--- src/inc/tmsel_pkg.sv ---
// Register map, field layout and mode types of the timer mode selector.
package tmsel_pkg;
	localparam int ADDR_W = 8;
	localparam logic [7:0] CFG_OFS = 8'h00;
	localparam logic [7:0] AMODE_OFS = 8'h04;
	localparam logic [7:0] BMODE_OFS = 8'h08;
	localparam int MODE_LSB = 0;
	localparam int MODE_MSB = 1;
	localparam int CAP_BIT = 2;
	localparam int ALT_BIT = 3;
	localparam int MREG_MSB = 3;
	localparam int CFG_MSB = 2;
	localparam logic [3:0] MODE_RST = 4'h0;
	localparam logic [2:0] CFG_RST = 3'h0;
	localparam logic [2:0] CFG_32BIT = 3'h0;
	localparam logic [1:0] MODE_RSVD = 2'h0;
	localparam logic [1:0] MODE_ONESHOT = 2'h1;
	localparam logic [1:0] MODE_PERIODIC = 2'h2;
	localparam logic [1:0] MODE_CAPTURE = 2'h3;

	typedef struct packed {
		logic alt;
		logic cap;
		logic [1:0] mode;
	} tmsel_mreg_t;

	typedef enum logic [2:0] {
		OP_NONE,
		OP_ONESHOT,
		OP_PERIODIC,
		OP_CAP_COUNT,
		OP_CAP_TIME,
		OP_PWM
	} tmsel_op_t;
endpackage

--- src/rtl/tmsel_decode.sv ---
// Turns one half's mode register into the operation that half performs.
module tmsel_decode
	import tmsel_pkg::*;
(
	input wire tmsel_mreg_t mreg,
	input wire logic in_use,
	output tmsel_op_t op
);
	always_comb
	begin
		op = OP_NONE;
		if (in_use)
		begin
			unique case (mreg.mode)
				MODE_RSVD: op = OP_NONE;
				MODE_ONESHOT: op = OP_ONESHOT;
				MODE_PERIODIC: op = mreg.alt ? OP_PWM : OP_PERIODIC;
				MODE_CAPTURE:
				begin
					if (mreg.alt)
						op = OP_PWM;
					else if (mreg.cap)
						op = OP_CAP_TIME;
					else
						op = OP_CAP_COUNT;
				end
			endcase
		end
	end
endmodule

--- src/rtl/tmsel_top.sv ---
// Mode registers of a dual-half timer with their Avalon-MM slave.
//
// Implementation choice: the Avalon-MM register port.

module tmsel_top
	import tmsel_pkg::*;
(
	input wire logic sys_clk,
	input wire logic rst_b,
	input wire logic [ADDR_W-1:0] avs_address,
	input wire logic avs_read,
	input wire logic avs_write,
	input wire logic [31:0] avs_writedata,
	input wire logic [3:0] avs_byteenable,
	output logic [31:0] avs_readdata,
	output logic avs_waitrequest,
	output logic wide_mode,
	output tmsel_op_t half_a_op,
	output tmsel_op_t half_b_op
);
	logic ack_q;
	logic req;
	logic wr_go;
	logic [31:0] rdata_d;
	logic [31:0] readdata_q;
	logic [CFG_MSB:0] cfg_q;
	tmsel_mreg_t mreg_q [2];
	tmsel_op_t op_d [2];
	tmsel_op_t op_q [2];
	logic wide_q;

	// Each access is held for exactly one wait cycle, then completes.
	assign req = avs_read | avs_write;
	assign avs_waitrequest = req & ~ack_q;
	assign wr_go = avs_write & ack_q & avs_byteenable[0];

	always_ff @(posedge sys_clk or negedge rst_b)
	begin
		if (!rst_b)
			ack_q <= 1'b0;
		else
			ack_q <= req & ~ack_q;
	end

	always_ff @(posedge sys_clk or negedge rst_b)
	begin
		if (!rst_b)
			cfg_q <= CFG_RST;
		else if (wr_go && avs_address == CFG_OFS)
			cfg_q <= avs_writedata[CFG_MSB:0];
	end

	always_ff @(posedge sys_clk or negedge rst_b)
	begin
		if (!rst_b)
			mreg_q[0] <= tmsel_mreg_t'(MODE_RST);
		else if (wr_go && avs_address == AMODE_OFS)
			mreg_q[0] <= tmsel_mreg_t'(avs_writedata[MREG_MSB:0]);
	end

	always_ff @(posedge sys_clk or negedge rst_b)
	begin
		if (!rst_b)
			mreg_q[1] <= tmsel_mreg_t'(MODE_RST);
		else if (wr_go && avs_address == BMODE_OFS)
			mreg_q[1] <= tmsel_mreg_t'(avs_writedata[MREG_MSB:0]);
	end

	// Reserved and unmapped locations read as zero.
	always_comb
	begin
		rdata_d = 32'h00000000;
		unique case (avs_address)
			CFG_OFS: rdata_d[CFG_MSB:0] = cfg_q;
			AMODE_OFS: rdata_d[MREG_MSB:0] = mreg_q[0];
			BMODE_OFS: rdata_d[MREG_MSB:0] = mreg_q[1];
			default: rdata_d = 32'h00000000;
		endcase
	end

	always_ff @(posedge sys_clk or negedge rst_b)
	begin
		if (!rst_b)
			readdata_q <= 32'h00000000;
		else if (avs_read && !ack_q)
			readdata_q <= rdata_d;
	end

	assign avs_readdata = readdata_q;

	always_ff @(posedge sys_clk or negedge rst_b)
	begin
		// The flag resets to match the reset width setting; after reset it follows cfg_q one cycle late.
		if (!rst_b)
			wide_q <= (CFG_RST == CFG_32BIT);
		else
			wide_q <= (cfg_q == CFG_32BIT);
	end

	assign wide_mode = wide_q;

	// The second half is only in use when the timer is split.
	genvar gi;
	generate
		for (gi = 0; gi < 2; gi++)
		begin : g_half
			tmsel_decode u_dec (
				.mreg(mreg_q[gi]),
				.in_use((gi == 0) || (cfg_q != CFG_32BIT)),
				.op(op_d[gi])
			);

			always_ff @(posedge sys_clk or negedge rst_b)
			begin
				if (!rst_b)
					op_q[gi] <= OP_NONE;
				else
					op_q[gi] <= op_d[gi];
			end
		end
	endgenerate

	assign half_a_op = op_q[0];
	assign half_b_op = op_q[1];
endmodule

--- config.mk ---
export PLATFORM = sky130hd
export DESIGN_NAME = tmsel_top
export DESIGN_NICKNAME = d
export VERILOG_FILES = /design/src/inc/tmsel_pkg.sv /design/src/rtl/tmsel_decode.sv /design/src/rtl/tmsel_top.sv
export SDC_FILE = /design/constraint.sdc
export NUM_CORES = 1
export LEC_CHECK = 0
export ABC_AREA = 1
export CAP_MARGIN = 20
export CORE_MARGIN = 8
export CORE_UTILIZATION = 35
export CTS_BUF_LIST = sky130_fd_sc_hd__clkbuf_8
export DETAILED_ROUTE_END_ITERATION = 8
export DONT_BUFFER_PORTS = 1
export PLACE_DENSITY_LB_ADDON = 0.12
export SYNTH_ARGS = -nofsm -noshare
export SYNTH_HDL_FRONTEND = slang
export SYNTH_HIERARCHICAL = 1
export SYNTH_SLANG_ARGS = --single-unit
--- constraint.sdc ---
create_clock -name sys_clk -period 0.92 [get_ports sys_clk]
set_input_delay 0.138 -clock sys_clk [delete_from_list [all_inputs] [get_ports sys_clk]]
set_output_delay 0.138 -clock sys_clk [all_outputs]
set_load 0.05 [all_outputs]
==> run metrics <==
routability congestion estimate 0.8470; Starting Density 36.64%; Avg Cell Area, Syn 8.290 sq um; clock sinks 23; CTS tree done; Placed Cells 230; number of diodes 0; final hold vios 0; Die W 78.14 microns; failing checks negative setup slack; Multi-input gate area 674.4 sq um; Worst Path Required 780 ps; layout cell share with drive strength beyond 1 32.64%; WHS 17.24 ps; Tcrit/Tclk final 133.4%; Global Route Usage Sum 10.33%; first drt pass iteration count 4; Hold Startpoint avs_writedata[3]; met3 Usage GRT 2.733%; switching power 0.0007468 W; final core utilization 47.22%; Synth area leader dfrtp_1; DR vias 1,022; post-synth cell types 19; r2r setup slk -200 ps; # Max-Cap Violations 0; Congestion Overflow GR 0; Final Max Slew Viols 0; Die Span Y 78.14 microns; clock buffer count from CTS 3; H-tree Lvls 1; M1 GR Usage 10.98%; io pins 88; # port buffers 0; register area 576.8 sq um; clk root buf clkbuf_8; Vias/cell 4.241; Static Leak 0.9588 nW; FF-to-FF End mreg_q[4]$_DFFE_PN0P_; Area growth syn-to-layout 28.89%; crit path from ack_q$_DFF_PN0_; Setup CP Type flop to output pin; Clock Latency Late Sink 270 ps; die area 6105 sq um; Worst Reg-to-Reg Cells 6; CP max FO 2; post-route worst setup slack -307.4 ps; clk slew on worst S/H paths 80 ps; Rows 22; Area contributors post-synth dfrtp_1 41%, buf_4 16%, nand2_1 13%; setup TNS -3659 ps; final WL 2930 microns; synthesized area 1351 sq um; drt drc 0; combinational group share of total power 23.0%; Final Net Count 242; WP data arrival 1090 ps; Seq cells post-synth 23; total power 0.002188 W; sequential fraction of the synthesis area 42.69%; Most Crowded Layer GR met2; WL/cell 12.16 microns; PwrDens 1256 nW/um^2; warnings from Yosys 6; FILL cells 363; outcome complete, but fails checks; vias in the first global route 1,157; switching share of power 34.13%; initial antenna violation count 0; Core Region 3689 sq um; Mapped Cells 163; CP endpoint kind output pin; GRT met2 Usage 18.72%; post-DP HPWL 2340 microns; RSZ-0062 raised after global routing true; Int Pwr 0.001441 W; clk buf depth 2; Worst Hold Class input port to flop; non-filler cells, final 241; reg-to-reg startpoint ack_q$_DFF_PN0_; first-pass GRT wire length 5161 microns; antenna viol nets, final 0; Detailed Route Iter0 Violations 42; top cell type's share of synthesized area 40.74%; Setup crit start kind flop; Tmin final 1227 ps; largest net degree at the start of global routing 24; Finish-stage setup viols 29; Sequential Power Share 47.9%; CP Capture Point avs_waitrequest; Clk pwr share 29.1%; VDD IR max 0.0005836 V; Setup Skew 1.477 ps; Max Fclk 814.8 MHz
power by group through the flow:
stage / Sequential (W) / Clock [W] / Combinational [W]
CTS: 0.00105 / 0.000653 / 0.000504
floorplan: 0.00107 / 0 / 0.000445
detailed placement: 0.00106 / 0 / 0.000425
finish: 0.00105 / 0.000637 / 0.000503
global route: 0.00105 / 0.000702 / 0.000534
global placement: 0.00106 / 0 / 0.000421
metal layers:
| layer | part of all wire, % | wire [microns] |
|---|---|---|
| met2 | 52 | 1521 |
| met1 | 39 | 1151 |
| met3 | 6.4 | 187 |
| met5 | 0 | 0 |
| met4 | 2.4 | 70 |
cells in the final DEF, fill, tap and decap left out, types with 2 or more instances in the layout:
cell type | Yosys | routed
inv_1 | 16 | 14
nor2_4 | 6 | 7
dfrtp_1 | 22 | 22
o21ai_2 | 2 | 2
clkbuf_8 | 0 | 3
conb_1 | 2 | 31
nand2_2 | 3 | 11
nand2_1 | 47 | 37
o21ai_1 | 9 | 9
nand3_2 | 2 | 2
nor2_1 | 6 | 5
buf_12 | 0 | 7
nand2_4 | 2 | 4
buf_4 | 28 | 10
nand3_1 | 11 | 11
inv_2 | 1 | 3
a21oi_2 | 2 | 2
buf_6 | 0 | 6
kinds of logic after synthesis:
kind of cell | after synthesis | synth area share [%]
compound gates | 14 | 6.296
other cells | 2 | 0.5558
buf+inv | 45 | 20.28
simple gates | 79 | 30.18
flops | 23 | 42.69
worst max-delay path: stages (launching register included):
cell,delay [ps]
dfrtp_1,400
buf_6,130
a21oi_4,140
buf_12,150
Yosys cell counts:
cell type / number
nand3_1: 11
a21oi_2: 2
conb_1: 2
a21oi_1: 1
nor2_8: 1
nand3_2: 2
o21ai_2: 2
buf_4: 28
inv_2: 1
nand2_1: 47
dfstp_2: 1
dfrtp_1: 22
nor3_1: 1
nor2_1: 6
nand2_2: 3
nand2_4: 2
nor2_4: 6
inv_1: 16
o21ai_1: 9
cell type report:
class                           count  share of cell area (%)
Tap cell                           48                   3.448
Timing Repair Buffer               25                   18.39
Inverter                           17                   3.664
Sequential cell                    23                   33.12
Multi-Input combinational cell    124                   38.72
Clock buffer                        3                   2.371
Clock inverter                      1                  0.2874
worst min-delay path by stage:
stage / to / slack [ps] / cells after the start
global placement: ack_q$_DFF_PN0_ / -160 / 0
floorplan: ack_q$_DFF_PN0_ / -160 / 0
detailed placement: ack_q$_DFF_PN0_ / -160 / 0
finish: mreg_q[7]$_DFFE_PN0P_ / 20 / 2
global route: mreg_q[7]$_DFFE_PN0P_ / 30 / 2
CTS: mreg_q[7]$_DFFE_PN0P_ / 20 / 2
timing repair:
action	CTS	global route
setup endpoints to repair	30	31
hold buffers	1	0
setup buffers	8	0
pin swaps	8	5
resized for setup	22	4
endpoints found under the hold margin	23	0
sequential cells by signal, indices dropped and copies added, names as in the netlist:
name	cells
ack_q	1
half_b_op	3
avs_readdata	4
wide_mode	1
mreg_q	8
half_a_op	3
cfg_q	3
metrics by stage:
step / setup WS, ps / cell area, sq um
finish: -307.4 / 1742
global route: -342.9 / 1742
CTS: -305.2 / 1737
detailed placement: -125.1 / 1549
global placement: -121.2 / 1549
floorplan: -47.31 / 1476
Note: power is estimated with default switching activity, not from simulation.
